==> src/pkg/cpsc_params.svh <==
// Constants of the cluster power status control block.
// Assumes inclusion by bare name from the package and both ends.
`ifndef CPSC_PARAMS_SVH
`define CPSC_PARAMS_SVH

// ----------------------------------------------------------------
// Register offsets (byte addresses)
// ----------------------------------------------------------------
`define CPSC_ADDR_W        8
`define CPSC_OFS_CLU_OFF   8'h08
`define CPSC_OFS_WAKE_CFG  8'h0c
`define CPSC_OFS_STATUS    8'h10
`define CPSC_OFS_IRQ_STAT  8'h14
`define CPSC_OFS_IRQ_MASK  8'h18

// ----------------------------------------------------------------
// Field layout
// ----------------------------------------------------------------
`define CPSC_AFF_W         24
`define CPSC_AFF2_HI       23
`define CPSC_AFF2_LO       16
`define CPSC_AFF1_HI       15
`define CPSC_AFF1_LO       8
`define CPSC_AFF0_HI       7
`define CPSC_AFF0_LO       0
`define CPSC_WEN_BIT       31
`define CPSC_RSVD_WAKE_W   7
`define CPSC_RSVD_AFF_W    8

// ----------------------------------------------------------------
// Power-on cause codes
// ----------------------------------------------------------------
`define CPSC_CAUSE_COLD    2'h0
`define CPSC_CAUSE_PIN     2'h1
`define CPSC_CAUSE_CORE_ON 2'h2
`define CPSC_CAUSE_WAKE    2'h3

// ----------------------------------------------------------------
// Interrupt status bits and reset values
// ----------------------------------------------------------------
`define CPSC_IRQ_W         2
`define CPSC_IRQ_CLU_DOWN  0
`define CPSC_IRQ_WOKEN     1
`define CPSC_IRQ_RST       2'h0
`define CPSC_WORD_RST      32'h0000_0000

`endif

==> src/pkg/cpsc_pkg.sv <==
// Types shared by both ends of the cluster power status control block.
// Assumes cpsc_params.svh on the include path.
`include "cpsc_params.svh"

package cpsc_pkg;

  typedef logic [`CPSC_AFF_W-1:0] cpsc_aff_t;
  typedef logic [1:0]             cpsc_cause_t;
  typedef logic [31:0]            cpsc_word_t;

endpackage

==> src/pkg/cpsc_if.sv <==
// Link between the cluster agent and the power controller.
// Assumes one clock; the testbench supplies it and joins both ends.
`timescale 1ns/100ps
`include "cpsc_params.svh"

interface cpsc_if #(
  parameter int N_CORES = 4
);
  logic                     wr;
  logic                     rd;
  logic [`CPSC_ADDR_W-1:0]  addr;
  cpsc_pkg::cpsc_word_t     wdata;
  cpsc_pkg::cpsc_word_t     rdata;
  logic [N_CORES-1:0]       core_idle_standby;
  logic                     cluster_idle_standby;
  logic [N_CORES-1:0]       wake_req;
  logic [N_CORES-1:0]       core_pwr;
  logic                     cluster_pwr;

  modport dev (
    input  wr, rd, addr, wdata, core_idle_standby, cluster_idle_standby, wake_req,
    output rdata, core_pwr, cluster_pwr
  );
  modport host (
    output wr, rd, addr, wdata, core_idle_standby, cluster_idle_standby, wake_req,
    input  rdata, core_pwr, cluster_pwr
  );
endinterface

==> src/design/cpsc_ctrl.sv <==
// Power controller end: cluster-off, wakeup enable and status query registers.
// Assumes the cluster agent on cpsc_if and core on/off requests on mclk.
`timescale 1ns/100ps
`include "cpsc_params.svh"

// Notes on behaviour
// Cluster-off write requests whole cluster power-down
// Software writes only its own affinity
// Cluster switches off only its own cluster
// Wake enable bit gates distributor wake requests
// Low 24 bits select core to configure
// Status write selects core, read adds status
// Bit 31 top level active, else zero
// Bit 30 cluster level active, else zero
// Bit 29 selected core powered on
// Bit 28 mirrors core wake enable
// Bit 27 pending cluster off until standby
// Bit 26 pending core off until standby
// Bits 25:24 last power-on cause code
// Affinity fields: level 2, 1, 0
// Cluster pending flag cleared by sleep or wake
// Reserved bits read zero, writes ignored
module cpsc_ctrl #(
  parameter int                  N_CORES      = 4,
  parameter logic [7:0]          TOP_ID       = 8'h00,
  parameter logic [7:0]          CLUSTER_ID   = 8'h00,
  parameter logic                HAS_TOP_LVL  = 1'b0,
  parameter logic [N_CORES-1:0]  STARTUP_MASK = '1
) (
  input  wire logic               mclk,
  input  wire logic               rst_n,
  cpsc_if.dev                     bus,
  input  wire logic [N_CORES-1:0] core_off_req,
  input  wire logic [N_CORES-1:0] core_on_req,
  input  wire logic               warm_reset,
  output logic                    irq
);

  // ----------------------------------------------------------------
  // Decode
  // ----------------------------------------------------------------
  cpsc_pkg::cpsc_aff_t        clu_off_aff;
  cpsc_pkg::cpsc_aff_t        wake_aff;
  cpsc_pkg::cpsc_aff_t        query_aff;
  logic [N_CORES-1:0]         core_on;
  logic [N_CORES-1:0]         wen;
  logic [N_CORES-1:0]         pend_core;
  logic                       pend_clu;
  logic                       clu_on;
  cpsc_pkg::cpsc_cause_t      cause [N_CORES];
  logic [`CPSC_IRQ_W-1:0]     irq_stat;
  logic [`CPSC_IRQ_W-1:0]     irq_mask;
  cpsc_pkg::cpsc_word_t       rdata;

  function automatic logic clu_match(input cpsc_pkg::cpsc_aff_t a);
    clu_match = (a[`CPSC_AFF2_HI:`CPSC_AFF2_LO] == TOP_ID) &&
                (a[`CPSC_AFF1_HI:`CPSC_AFF1_LO] == CLUSTER_ID);
  endfunction

  function automatic logic core_match(input cpsc_pkg::cpsc_aff_t a);
    core_match = clu_match(a) && (32'(a[`CPSC_AFF0_HI:`CPSC_AFF0_LO]) < N_CORES);
  endfunction

  logic [7:0] wake_idx;
  logic [7:0] off_idx;
  logic [7:0] q_idx;
  assign wake_idx = bus.wdata[`CPSC_AFF0_HI:`CPSC_AFF0_LO];
  assign off_idx  = bus.wdata[`CPSC_AFF0_HI:`CPSC_AFF0_LO];
  assign q_idx    = query_aff[`CPSC_AFF0_HI:`CPSC_AFF0_LO];

  logic wr_off;
  logic wr_wake;
  logic wr_query;
  logic wr_stat;
  logic wr_mask;
  assign wr_off   = bus.wr && (bus.addr == `CPSC_OFS_CLU_OFF);
  assign wr_wake  = bus.wr && (bus.addr == `CPSC_OFS_WAKE_CFG);
  assign wr_query = bus.wr && (bus.addr == `CPSC_OFS_STATUS);
  assign wr_stat  = bus.wr && (bus.addr == `CPSC_OFS_IRQ_STAT);
  assign wr_mask  = bus.wr && (bus.addr == `CPSC_OFS_IRQ_MASK);

  // Off request only honoured for a powered-on core of this cluster
  logic off_ok;
  assign off_ok = wr_off && core_match(bus.wdata[`CPSC_AFF_W-1:0])
                  && core_on[off_idx[$clog2(N_CORES)-1:0]];

  // Cluster drops while its standby is high with the request pending
  logic clu_down;
  assign clu_down = pend_clu && bus.cluster_idle_standby;

  // ----------------------------------------------------------------
  // Per-core power state
  // ----------------------------------------------------------------
  logic [N_CORES-1:0] wake_go;
  logic [N_CORES-1:0] on_go;
  logic [N_CORES-1:0] off_go;

  for (genvar i = 0; i < N_CORES; i++) begin : g_core
    assign wake_go[i] = bus.wake_req[i] && wen[i] && !core_on[i];
    assign on_go[i]   = core_on_req[i] && !core_on[i];
    assign off_go[i]  = pend_core[i] && bus.core_idle_standby[i];

    always_ff @(posedge mclk or negedge rst_n) begin
      if (!rst_n) begin
        core_on[i] <= STARTUP_MASK[i];
        cause[i]   <= `CPSC_CAUSE_COLD;
      end else if (warm_reset) begin
        core_on[i] <= STARTUP_MASK[i];
        cause[i]   <= STARTUP_MASK[i] ? `CPSC_CAUSE_PIN : cause[i];
      end else if (on_go[i]) begin
        core_on[i] <= 1'b1;
        cause[i]   <= `CPSC_CAUSE_CORE_ON;
      end else if (wake_go[i]) begin
        core_on[i] <= 1'b1;
        cause[i]   <= `CPSC_CAUSE_WAKE;
      end else if (clu_down || off_go[i]) begin
        core_on[i] <= 1'b0;
      end
    end

    always_ff @(posedge mclk or negedge rst_n) begin
      if (!rst_n) begin
        pend_core[i] <= 1'b0;
      end else if (warm_reset || off_go[i] || !core_on[i]) begin
        pend_core[i] <= 1'b0;
      end else if (core_off_req[i]) begin
        pend_core[i] <= 1'b1;
      end
    end

    always_ff @(posedge mclk or negedge rst_n) begin
      if (!rst_n) begin
        wen[i] <= 1'b0;
      end else if (wr_wake && core_match(bus.wdata[`CPSC_AFF_W-1:0])
                   && (wake_idx == 8'(i))) begin
        wen[i] <= bus.wdata[`CPSC_WEN_BIT];
      end
    end
  end

  // ----------------------------------------------------------------
  // Cluster state
  // ----------------------------------------------------------------
  always_ff @(posedge mclk or negedge rst_n) begin
    if (!rst_n) begin
      pend_clu <= 1'b0;
    end else if (warm_reset || clu_down || (|wake_go) || (|on_go)) begin
      pend_clu <= 1'b0;
    end else if (off_ok) begin
      pend_clu <= 1'b1;
    end
  end

  always_ff @(posedge mclk or negedge rst_n) begin
    if (!rst_n) begin
      clu_on <= |STARTUP_MASK;
    end else if (warm_reset) begin
      clu_on <= |STARTUP_MASK;
    end else if ((|wake_go) || (|on_go)) begin
      clu_on <= 1'b1;
    end else if (clu_down) begin
      clu_on <= 1'b0;
    end
  end

  // ----------------------------------------------------------------
  // Software-visible affinity holders
  // ----------------------------------------------------------------
  always_ff @(posedge mclk or negedge rst_n) begin
    if (!rst_n) begin
      clu_off_aff <= '0;
    end else if (wr_off) begin
      clu_off_aff <= bus.wdata[`CPSC_AFF_W-1:0];
    end
  end

  always_ff @(posedge mclk or negedge rst_n) begin
    if (!rst_n) begin
      wake_aff <= '0;
    end else if (wr_wake) begin
      wake_aff <= bus.wdata[`CPSC_AFF_W-1:0];
    end
  end

  always_ff @(posedge mclk or negedge rst_n) begin
    if (!rst_n) begin
      query_aff <= '0;
    end else if (wr_query) begin
      query_aff <= bus.wdata[`CPSC_AFF_W-1:0];
    end
  end

  // ----------------------------------------------------------------
  // Interrupts
  // ----------------------------------------------------------------
  // Set wins over a write-one clear in the same cycle
  logic [`CPSC_IRQ_W-1:0] irq_set;
  assign irq_set[`CPSC_IRQ_CLU_DOWN] = clu_down;
  assign irq_set[`CPSC_IRQ_WOKEN]    = |wake_go;

  always_ff @(posedge mclk or negedge rst_n) begin
    if (!rst_n) begin
      irq_stat <= `CPSC_IRQ_RST;
    end else begin
      irq_stat <= (irq_stat & ~(wr_stat ? bus.wdata[`CPSC_IRQ_W-1:0] : '0)) | irq_set;
    end
  end

  always_ff @(posedge mclk or negedge rst_n) begin
    if (!rst_n) begin
      irq_mask <= `CPSC_IRQ_RST;
    end else if (wr_mask) begin
      irq_mask <= bus.wdata[`CPSC_IRQ_W-1:0];
    end
  end

  always_ff @(posedge mclk or negedge rst_n) begin
    if (!rst_n) begin
      irq <= 1'b0;
    end else begin
      irq <= |((irq_stat & ~(wr_stat ? bus.wdata[`CPSC_IRQ_W-1:0] : '0) | irq_set)
               & irq_mask);
    end
  end

  // ----------------------------------------------------------------
  // Read path
  // ----------------------------------------------------------------
  logic [$clog2(N_CORES)-1:0] qi;
  logic [$clog2(N_CORES)-1:0] wi;
  logic                       q_core;
  logic                       q_clu;
  assign qi     = q_idx[$clog2(N_CORES)-1:0];
  assign wi     = wake_aff[$clog2(N_CORES)-1:0];
  assign q_core = core_match(query_aff);
  assign q_clu  = clu_match(query_aff);

  cpsc_pkg::cpsc_word_t status_word;
  assign status_word = {
    HAS_TOP_LVL && q_clu && clu_on,
    q_clu && clu_on,
    q_core && core_on[qi],
    q_core && wen[qi],
    q_clu && pend_clu,
    q_core && pend_core[qi],
    q_core ? cause[qi] : `CPSC_CAUSE_COLD,
    query_aff
  };

  always_ff @(posedge mclk or negedge rst_n) begin
    if (!rst_n) begin
      rdata <= `CPSC_WORD_RST;
    end else if (bus.rd) begin
      unique case (bus.addr)
        `CPSC_OFS_CLU_OFF:  rdata <= {`CPSC_RSVD_AFF_W'(0), clu_off_aff};
        `CPSC_OFS_WAKE_CFG: rdata <= {core_match(wake_aff) && wen[wi],
                                      `CPSC_RSVD_WAKE_W'(0), wake_aff};
        `CPSC_OFS_STATUS:   rdata <= status_word;
        `CPSC_OFS_IRQ_STAT: rdata <= {{(32-`CPSC_IRQ_W){1'b0}}, irq_stat};
        `CPSC_OFS_IRQ_MASK: rdata <= {{(32-`CPSC_IRQ_W){1'b0}}, irq_mask};
        default:            rdata <= `CPSC_WORD_RST;
      endcase
    end else begin
      rdata <= `CPSC_WORD_RST;
    end
  end

  assign bus.rdata       = rdata;
  assign bus.core_pwr    = core_on;
  assign bus.cluster_pwr = clu_on;

endmodule

==> src/flat_wrapper.sv <==
// flat-port wrapper written by rule: the top's interface ports become plain ports
module cpsc_ctrl_flat 
#(
  parameter int                  N_CORES      = 4,
  parameter logic [7:0]          TOP_ID       = 8'h00,
  parameter logic [7:0]          CLUSTER_ID   = 8'h00,
  parameter logic                HAS_TOP_LVL  = 1'b0,
  parameter logic [N_CORES-1:0]  STARTUP_MASK = '1
)
  (mclk, rst_n, core_off_req, core_on_req, warm_reset, irq, bus_wr, bus_rd, bus_addr, bus_wdata, bus_core_idle_standby, bus_cluster_idle_standby, bus_wake_req, bus_rdata, bus_core_pwr, bus_cluster_pwr);
  cpsc_if #(.N_CORES(N_CORES)) bus_i ();
  input  wire logic mclk;
  input  wire logic rst_n;
  input  wire logic [N_CORES-1:0] core_off_req;
  input  wire logic [N_CORES-1:0] core_on_req;
  input  wire logic warm_reset;
  output logic irq;
  input wire logic [$bits(bus_i.wr)-1:0] bus_wr;
  input wire logic [$bits(bus_i.rd)-1:0] bus_rd;
  input wire logic [$bits(bus_i.addr)-1:0] bus_addr;
  input wire logic [$bits(bus_i.wdata)-1:0] bus_wdata;
  input wire logic [$bits(bus_i.core_idle_standby)-1:0] bus_core_idle_standby;
  input wire logic [$bits(bus_i.cluster_idle_standby)-1:0] bus_cluster_idle_standby;
  input wire logic [$bits(bus_i.wake_req)-1:0] bus_wake_req;
  output wire logic [$bits(bus_i.rdata)-1:0] bus_rdata;
  output wire logic [$bits(bus_i.core_pwr)-1:0] bus_core_pwr;
  output wire logic [$bits(bus_i.cluster_pwr)-1:0] bus_cluster_pwr;
  assign bus_i.wr = bus_wr;
  assign bus_i.rd = bus_rd;
  assign bus_i.addr = bus_addr;
  assign bus_i.wdata = bus_wdata;
  assign bus_i.core_idle_standby = bus_core_idle_standby;
  assign bus_i.cluster_idle_standby = bus_cluster_idle_standby;
  assign bus_i.wake_req = bus_wake_req;
  assign bus_rdata = bus_i.rdata;
  assign bus_core_pwr = bus_i.core_pwr;
  assign bus_cluster_pwr = bus_i.cluster_pwr;
  cpsc_ctrl #(.N_CORES(N_CORES), .TOP_ID(TOP_ID), .CLUSTER_ID(CLUSTER_ID), .HAS_TOP_LVL(HAS_TOP_LVL), .STARTUP_MASK(STARTUP_MASK)) u_core (.mclk(mclk), .rst_n(rst_n), .bus(bus_i), .core_off_req(core_off_req), .core_on_req(core_on_req), .warm_reset(warm_reset), .irq(irq));
endmodule
==> config.mk <==
export PLATFORM = sky130hd
export DESIGN_NAME = cpsc_ctrl_flat
export DESIGN_NICKNAME = d
export VERILOG_FILES = /design/src/pkg/cpsc_pkg.sv /design/src/pkg/cpsc_if.sv /design/src/design/cpsc_ctrl.sv /design/src/flat_wrapper.sv
export VERILOG_INCLUDE_DIRS = /design/src /design/src/pkg
export SDC_FILE = /design/constraint.sdc
export NUM_CORES = 1
export LEC_CHECK = 0
export ABC_CLOCK_PERIOD_IN_PS = 1750
export BUFFER_PORTS_ARGS = -buffer_cell sky130_fd_sc_hd__buf_2
export CAP_MARGIN = 40
export CORE_ASPECT_RATIO = 1.4
export CORE_MARGIN = 3
export CORE_UTILIZATION = 40
export DETAILED_ROUTE_END_ITERATION = 12
export PLACE_DENSITY_LB_ADDON = 0.25
export SLEW_MARGIN = 10
export SYNTH_ARGS = -nofsm -noshare
export SYNTH_HDL_FRONTEND = slang
export SYNTH_SLANG_ARGS = --single-unit
==> constraint.sdc <==
create_clock -name mclk -period 1.75 [get_ports mclk]
set_input_delay 0.175 -clock mclk [delete_from_list [all_inputs] [get_ports mclk]]
set_output_delay 0.175 -clock mclk [all_outputs]
set_load 0.01 [all_outputs]
Word level (Yosys, flattened, before mapping):

Index checks and enable logic that the tools add are counted.
Widths: inputs -> output; s select.

* flip-flop bits (word level): 131
* input port bits: 62
* output and inout bits: 38

* magnitude comparators: 7
* eq/ne operators: 8
* muxes and demuxes: 58
* bitwise logic cells: 5
* reduce and logical (&&, ||, !) cells: 85

Operators with widths (count)
* $pmux 32 s5: 1
* $logic_not 8->1: 7
* $logic_and 1x1->1: 41
* $mux 1: 34
* $mux 2: 16
* $mux 32: 1
* $eq 8x5->1 const B: 3
* $lt 8x3->1 const B: 3
* $eq 8x2->1 const B: 2
* $eq 8x4->1 const B: 2
* $logic_or 1x1->1: 16
* $reduce_bool 4->1: 4
* $reduce_bool 3->1: 5
* $bmux 1 s2: 5
* $reduce_bool 2->1: 5
* $lt 2x3->1 const B: 3
* $eq 8x1->1 const B: 1
* $reduce_or 4->1: 2
* $and 2x2->2: 2
* $bmux 2 s2: 1
* $logic_not 1->1: 4
* $ge 3x3->1 const B: 1
* $not 2->3: 1
* $not 2->2: 1
* other kinds (2): 2

Depth between registers and ports, before layout:

Gate-level depths: netlist of run 1.

* depth in word-level cells: 8
* gate-level depth with buffers: 7
* mapped depth without buffers: 4

Least setup slack after synthesis of run 1:

Ideal clock, no wire load.

* path type: input-to-reg
* from: in bus_addr[3]
* to: reg u_core.wen[1]
* library setup time: 128 ps
* arrival time: 1479 ps
* data required time: 1622 ps
* path slack: 143 ps
* stages: 5
* path buffers: 1
* cells stage by stage: buf_2 -> nor4b_4 -> nand3_2 -> nor4_1 -> mux2_1

* cells in the longest elaborated chain, start to end: 4

Ends and longest elaborated chain
* start, declared: line flat_wrapper.sv:20 `input wire logic [$bits(bus_i.addr)-1:0] bus_addr;`
* $eq 8x4->1 (no line)
* $logic_and 1x1->1: line cpsc_ctrl.sv:77 `` assign wr_wake = bus.wr && (bus.addr == `CPSC_OFS_WAKE_CFG); ``
* $logic_and 1x1->1 (2 in series): line cpsc_ctrl.sv:134 `` end else if (wr_wake && core_match(bus.wdata[`CPSC_AFF_W-1:0]) ``
* end signal, assigned by index: line cpsc_ctrl.sv:136 `` wen[i] <= bus.wdata[`CPSC_WEN_BIT]; ``
* end, declared: line cpsc_ctrl.sv:46 `logic [N_CORES-1:0] wen;`

No other way between the ends.
A chain may end at the register's enable or synchronous reset.

Worst setup path in the final report of run 1:

* from: reg u_core.core_on[0], in the netlist u_core.bus.core_pwr[0]
* to: reg u_core.pend_clu

* cells in the longest elaborated chain, start to end: 6
* elaborated cells between the ends (all ways): 12
* classes of those cells: 3 x mux; 9 x reduce/logical

Ends and longest elaborated chain
* start, declared: line cpsc_ctrl.sv:45 `logic [N_CORES-1:0] core_on;`
* start signal, assigned by index: line cpsc_ctrl.sv:105 `core_on[i] <= STARTUP_MASK[i];`
* start signal, assigned by index: line cpsc_ctrl.sv:108 `core_on[i] <= STARTUP_MASK[i];`
* $logic_not 1->1: line cpsc_ctrl.sv:99, cpsc_ctrl.sv:100
* $logic_and 1x1->1: line cpsc_ctrl.sv:99 `assign wake_go[i] = bus.wake_req[i] && wen[i] && !core_on[i];`
* $reduce_or 4->1: line cpsc_ctrl.sv:147 `end else if (warm_reset || clu_down || (|wake_go) || (|on_go)) begin`
* $logic_or 1x1->1 (2 in series): line cpsc_ctrl.sv:147
* $mux 1 or $reduce_bool 2->1 (tied branches)
* end signal, assigned: line cpsc_ctrl.sv:146 `pend_clu <= 1'b0;`
* end signal, assigned: line cpsc_ctrl.sv:148 `pend_clu <= 1'b0;`
* end signal, assigned: line cpsc_ctrl.sv:150 `pend_clu <= 1'b1;`
* end, declared: line cpsc_ctrl.sv:48 `logic pend_clu;`

Parallel ways exist; a longest one is shown, timed or not. The select of a mux whose other input is x is not followed.

==> results.toml, run 1 <==
[status]
status = "finished clean"

[global_routing]
grt_pass1_wl_um = 24200
grt_usage = 0.197
grt_pass1_vias = 4567
grt_use_met1 = 0.235
grt_antenna_before_repair = 0
gr-usage-met3 = 0.0433
grt_max_degree = 43
grt_overflow_total = 0
busiest_layer = "met2"
grt_util_met2 = 0.350

[synth]
synth_adder_area_share = 0
yosys.area_share.xor_xnor = 0
synthMuxAreaShare = 0.226
synth_area_leader_cell = "dfrtp_1"
synthCells = 452
syn_area_per_cell_sq_um = 13.0
synth_edf_count = 0
synth_area_leaders = "dfrtp_1 54%, mux2_2 19%, a22oi_1 2.8%, mux4_2 2.7%, nor2_1 2.7%"
netlist_area_sq_um = 5860
synth_top_area_frac = 0.538
synth_fp_nets = 514
ys_types = 46
yosysSeqAreaShare = 0.561
synth_compound_area_frac = 0.0609
yosysWarnings = 0
synthArstFlopShare = 1.00
ys_ff_latch = 131
synth_top_family_by_area = "multiplexers"
ys.flop_type = "dfrtp_1"
yosys.area_share.simple = 0.125

[place]
gp_congestion = 0.807
io_buffers = 92
place.detailed.hpwl_um = 10500
dpl_worst_slack_ns = -0.129
dpl_cell_area_sq_um = 6850

[routing]
vias = 4306
drt-initial-drc-count = 186
drcViolationCount = 0
routedWlPerCell_um = 19.1
routed_wl_um = 15000
avgViaCountPerCell = 5.49
firstDrtPassIters = 4
drtAntennaViolNets = 0

[power]
clkPwrFrac = 0.494
power_per_cell_area_nw_per_um2 = 989
switchingPower_mw = 1.69
pwr-share-seq = 0.432
p_leak_nw = 3.70
p_sw_frac = 0.226
ir_drop_mv = 0.589
comb_power_share = 0.074
p_int_mw = 5.78

[timing]
setup_violations = 0
fin_skew_ns = 0.00989
fin_ws_ns = 0.106
layout_min_cycle_time_ns = 1.64
rsz0062_at_grt = "false"
worst_hold_slack_ns = 0.0316
fin_crit_sh = 0.940
drv_slew = 0
worst_pin_slew_ns = 0.652
fmax_mhz = 608
slew-limit-headroom = 0.565
finalHoldViolCount = 0
setup_tns_ns = 0

[floorplanning]
die_w_um = 108
initial_utilization = 0.415
die_y_um = 149
rows = 51
dieArea_sq_um = 16200
ioPinCount = 100
core_area_sq_um = 14100

[finish]
layout_commonest_cell = "dfrtp_1"
final_area_sq_um = 7550
fillCellCount = 1218
final_nets = 649
antenna_cells = 0
post-route-util = 0.536
final_layout_size_suffix_gt1_frac = 0.495
syn_to_final_growth_pct = 29.0
mostFrequentLayoutCells = "126 x dfrtp_1, 97 x mux2_2, 91 x buf_2"

[worst_hold_path]
hold_class = "primary input to register"
min_path_cells = 2
hold_start = "bus_wdata[31]"
hold_end = "u_core.wen[1]$_DFFE_PN0P_"

[critical_path]
r2r-start = "u_core.bus.core_pwr[0]$_DFFE_PN1P_"
r2r_end = "u_core.pend_clu$_DFFE_PN0P_"
endpoint_kind = "register"
cp_max_fo = 7
start_kind = "register"
worstPathRequired_ns = 2.09
r2r_setup_slack_ns = 0.11
critical_path_class = "register to register"
rr_worst_depth = 4
cp.arrival_ns = 1.99

[clock_network]
cts_made_buffers = 17
htreeDepth = 4
cts_tree = "built"
cts.clk_slew.worst_paths_ns = 0.06
cts-root-buf = "clkbuf_16"
cts_sinks = 131
worstSkewPairLatency_ns = 0.41
cts_buffer_depth = 2

[run]
cap_violations = 0
## layer usage
metal / routed length [um] / share of wire / vias up
met5: 0 / 0 / -
met4: 261 / 0.017 / 0
met3: 793 / 0.053 / 17
met2: 8070 / 0.54 / 139
met1: 5900 / 0.39 / 2213
li1: - / - / 1937
## cell families (layout without fill, tap and decap cells)
| logic type | Yosys count | after routing |
|---|---|---|
| compound gates | 49 | 49 |
| simple gates | 125 | 125 |
| flops | 131 | 131 |
| buf+inv | 36 | 184 |
| mux | 111 | 111 |
## flip-flops by register name, summed over array words and instances (netlist names), 4 cells and up
name                 count
u_core.wake_aff         24
u_core.pend_core         4
u_core.wen               4
u_core.cause             8
u_core.clu_off_aff      24
u_core.query_aff        24
u_core.bus.rdata        32
u_core.bus.core_pwr      4
## cells in the mapped netlist (7+ instances only)
| master | number |
|---|---|
| mux4_2 | 7 |
| inv_1 | 13 |
| dfrtp_1 | 126 |
| nor2_1 | 42 |
| buf_2 | 10 |
| clkbuf_1 | 8 |
| mux2_2 | 97 |
| a21oi_1 | 11 |
| nand2_1 | 9 |
| a22oi_1 | 22 |
| nor3b_1 | 9 |
| nor4_1 | 17 |
| nand4_1 | 7 |
## worst max-delay path by stage
stage,start,to,slack [ns],cells after the start
floorplan,bus_addr[3],u_core.wen[1]$_DFFE_PN0P_,0.14,5
global placement,bus_wdata[16],u_core.wen[1]$_DFFE_PN0P_,-0.07,7
CTS,u_core.query_aff[11]$_DFFE_PN0P_,u_core.bus.rdata[28]$_DFF_PN0_,0.02,6
global route,u_core.bus.core_pwr[0]$_DFFE_PN1P_,u_core.pend_clu$_DFFE_PN0P_,0.008,4
detailed placement,bus_wdata[7],u_core.wen[3]$_DFFE_PN0P_,-0.13,7
finish,u_core.bus.core_pwr[0]$_DFFE_PN1P_,u_core.pend_clu$_DFFE_PN0P_,0.11,4
## power groups by stage
stage | clock network (mW) | registers (mW) | logic [mW]
2_1_floorplan | 0 | 3.25 | 0.250
3_3_place_gp | 0 | 3.27 | 0.537
3_5_place_dp | 0 | 3.27 | 0.548
4_1_cts | 3.74 | 3.22 | 0.556
5_1_grt | 3.90 | 3.23 | 0.612
6_report | 3.69 | 3.22 | 0.555
## per-stage QoR
| stage | power (mW) | cells |
|---|---|---|
| after detailed placement | 3.82 | 750 |
| after global routing | 7.74 | 785 |
| after CTS | 7.52 | 783 |
| after floorplan | 3.50 | 452 |
| after global placement | 3.80 | 750 |
| final | 7.47 | 785 |
## final cells by class
| type | count | area (sq um) | share of cell area |
|---|---|---|---|
| sequential | 131 | 3280 | 0.435 |
| multi-input combinational | 285 | 2470 | 0.327 |
| timing repair buffer | 139 | 897 | 0.119 |
| clock buffer | 21 | 470 | 0.0623 |
| tap | 185 | 231 | 0.0306 |
| clock inverter | 11 | 149 | 0.0197 |
| inverter | 13 | 48.8 | 0.00646 |
## worst max-delay path, cell delays in order (launching register included)
cell	delay [ns]
dfstp_2	0.59
mux4_2	0.27
nand4_1	0.10
or4_1	0.44
a21oi_1	0.16
## what timing repair did
item / CTS / global route
gates resized for setup: 5 / 7
setup endpoints to repair: 4 / 8
hold buffers: 1 / 0
pin swaps: 0 / 5
hold endpoints to repair: 32 / 0
buffers inserted: 0 / 2
No activity file was read; power rests on OpenSTA's default activity.
==> run 2: changes to the inputs <==
--- a/config.mk
+++ b/config.mk
@@ -11,10 +11,9 @@
 export CAP_MARGIN = 40
 export CORE_ASPECT_RATIO = 1.4
 export CORE_MARGIN = 3
-export CORE_UTILIZATION = 40
+export CORE_UTILIZATION = 46
 export DETAILED_ROUTE_END_ITERATION = 12
 export PLACE_DENSITY_LB_ADDON = 0.25
-export SLEW_MARGIN = 10
 export SYNTH_ARGS = -nofsm -noshare
 export SYNTH_HDL_FRONTEND = slang
 export SYNTH_SLANG_ARGS = --single-unit
==> run 2 against run 1 <==
Net effect:
- total power is 0.18% higher
- non-clock buffer count is 1 lower
- utilization is 6.6 points higher
- count of clock-buffer cells in the layout is 2 higher
- sequential power hardly changed
- highest routed layer unchanged
==> results.toml, run 2 (synthesized netlist as in run 1, its figures left out) <==
[critical_path]
path_delay_family = "simple AND/OR/NAND/NOR gates"
cp_num_buf_inv = 2
crit_path_end = "u_core.bus.rdata[26]$_DFF_PN0_"
critical_path_class = "register to register"
endpoint_kind = "register"
start_kind = "register"
path_common_cell = "buf_4"
cp_num_cells = 6
r2r_end = "u_core.bus.rdata[26]$_DFF_PN0_"
crit_chain = "nor4_2 -> buf_4 -> and4_1 -> nand4_1 -> buf_4 -> nor3b_1"
rr_worst_depth = 6
r2r-start = "u_core.query_aff[10]$_DFFE_PN0P_"
cp_slowest_cell = "dfrtp_1"
cp_max_fo = 5
max_stage_delay_ns = 0.41
r2r_setup_slack_ns = 0.09
cp-startpoint = "u_core.query_aff[10]$_DFFE_PN0P_"
worstPathRequired_ns = 2.06
cp.arrival_ns = 1.97

[timing]
layout_min_cycle_time_ns = 1.66
slew-limit-headroom = 0.642
worst_hold_slack_ns = 0.0317
setup_violations = 0
rsz0062_at_grt = "true"
worst_pin_slew_ns = 0.530
fin_skew_ns = 0.00718
drv_slew = 0
fin_crit_sh = 0.949
finalHoldViolCount = 0
fmax_mhz = 602
setup_tns_ns = 0

[routing]
firstDrtPassIters = 4
drcViolationCount = 0
drt-initial-drc-count = 137
drtAntennaViolNets = 0
avgViaCountPerCell = 5.63
routedWlPerCell_um = 19.2
routed_wl_um = 14400
vias = 4217

[floorplanning]
die_y_um = 140
ioPinCount = 100
die_w_um = 101
initial_utilization = 0.474
rows = 48
core_area_sq_um = 12400
dieArea_sq_um = 14100

[global_routing]
grt_pass1_wl_um = 23500
grt_usage = 0.215
grt_overflow_total = 0
grt_antenna_before_repair = 0
grt_max_degree = 68
grt_pass1_vias = 4595

[power]
pwr-share-seq = 0.431
power_per_cell_area_nw_per_um2 = 1000
switchingPower_mw = 1.61
ir_drop_mv = 0.581
p_int_mw = 5.87
p_sw_frac = 0.215
clkPwrFrac = 0.496
p_leak_nw = 3.66
comb_power_share = 0.072

[worst_hold_path]
hold_start = "bus_cluster_idle_standby"
hold_class = "primary input to register"

[finish]
final_layout_size_suffix_gt1_frac = 0.481
fillCellCount = 998
antenna_cells = 0
final_area_sq_um = 7450
top_register = "u_core.bus.rdata"
mostFrequentLayoutCells = "126 x dfrtp_1, 97 x mux2_2, 91 x buf_2"
fin_cells = 749
regArea_sq_um = 3280
multiInputGateArea_sq_um = 2430
final_nets = 648
largest_register_ffs = 32
layout_commonest_cell = "dfrtp_1"
syn_to_final_growth_pct = 27.1

[clock_network]
cts_tree = "built"
cts.clk_slew.worst_paths_ns = 0.06
worstSkewPairLatency_ns = 0.41
htreeDepth = 4
cts_buffer_depth = 2
cts_sinks = 131
cts-root-buf = "clkbuf_16"
cts_made_buffers = 17

[status]
status = "finished clean"

[place]
gp_congestion = 0.869
place.detailed.hpwl_um = 10100
dpl_cell_area_sq_um = 6780
io_buffers = 92
placedCellCount = 714

[run]
cap_violations = 0
-- run 2: cell types whose count changed in the layout (fill, tap and decap cells not counted), moves of 2 or more --
cell	previous run	this run
nor3b_4	3	0
nor3b_1	4	8
clkbuf_1	1	4
inv_6	2	0
-- run 2: stage by stage --
stage | setup WS (ns) | power, mW | util
6_report | 0.0900 | 7.48 | 0.602
5_1_grt | -0.0177 | 7.73 | 0.602
4_1_cts | 0.0303 | 7.54 | 0.600
3_5_place_dp | -0.206 | 3.82 | 0.548
3_3_place_gp | -0.132 | 3.79 | 0.548
2_1_floorplan | 0.143 | 3.50 | -
-- run 2: final cells by class --
type,count,share of cell area
flip-flops and latches,131,0.441
multi-input cells,285,0.327
repair buffers,138,0.117
clock buffers,23,0.0628
well taps,150,0.0252
clock inverters,9,0.0205
inverters,13,0.00655
-- run 2: worst min path at each step --
stage / endpoint / slack, ns / cells past startpoint
floorplan: u_core.bus.rdata[0]$_DFF_PN0_ / -0.12 / 0
global placement: u_core.bus.rdata[16]$_DFF_PN0_ / -0.02 / 1
detailed placement: u_core.bus.rdata[16]$_DFF_PN0_ / -0.02 / 1
CTS: u_core.pend_clu$_DFFE_PN0P_ / 0.02 / 3
global route: u_core.wen[1]$_DFFE_PN0P_ / 0.03 / 2
finish: u_core.pend_clu$_DFFE_PN0P_ / 0.03 / 3
-- run 2: layer usage --
layer / vias to the layer above / part of all wire / global-route usage
li1: 1927 / - / -
met1: 2140 / 0.40 / 0.257
met2: 130 / 0.54 / 0.377
met3: 20 / 0.044 / 0.0456
met4: 0 / 0.019 / 0.0791
met5: - / 0 / 0
-- run 2: tightest hold or removal path: stages --
cell and delay [ns]:
buf_2 0.08, nand2b_1 0.09, a21oi_1 0.06
-- run 2: power groups by stage --
stage                     Combinational, mW  Sequential, mW  Clock (mW)
after floorplan                       0.250            3.25           0
after global placement                0.525            3.27           0
after detailed placement              0.538            3.28           0
after CTS                             0.545            3.23        3.77
after global routing                  0.596            3.24        3.90
final                                 0.540            3.23        3.71
-- run 2: what timing repair did --
action / in CTS / in global routing
hold endpoints to repair: 126 / 0
gates resized for setup: 1 / 2
buffers inserted: 1 / 1
pin swaps: 1 / 0
hold buffers: 1 / 0
endpoints found under the setup margin: 4 / 5
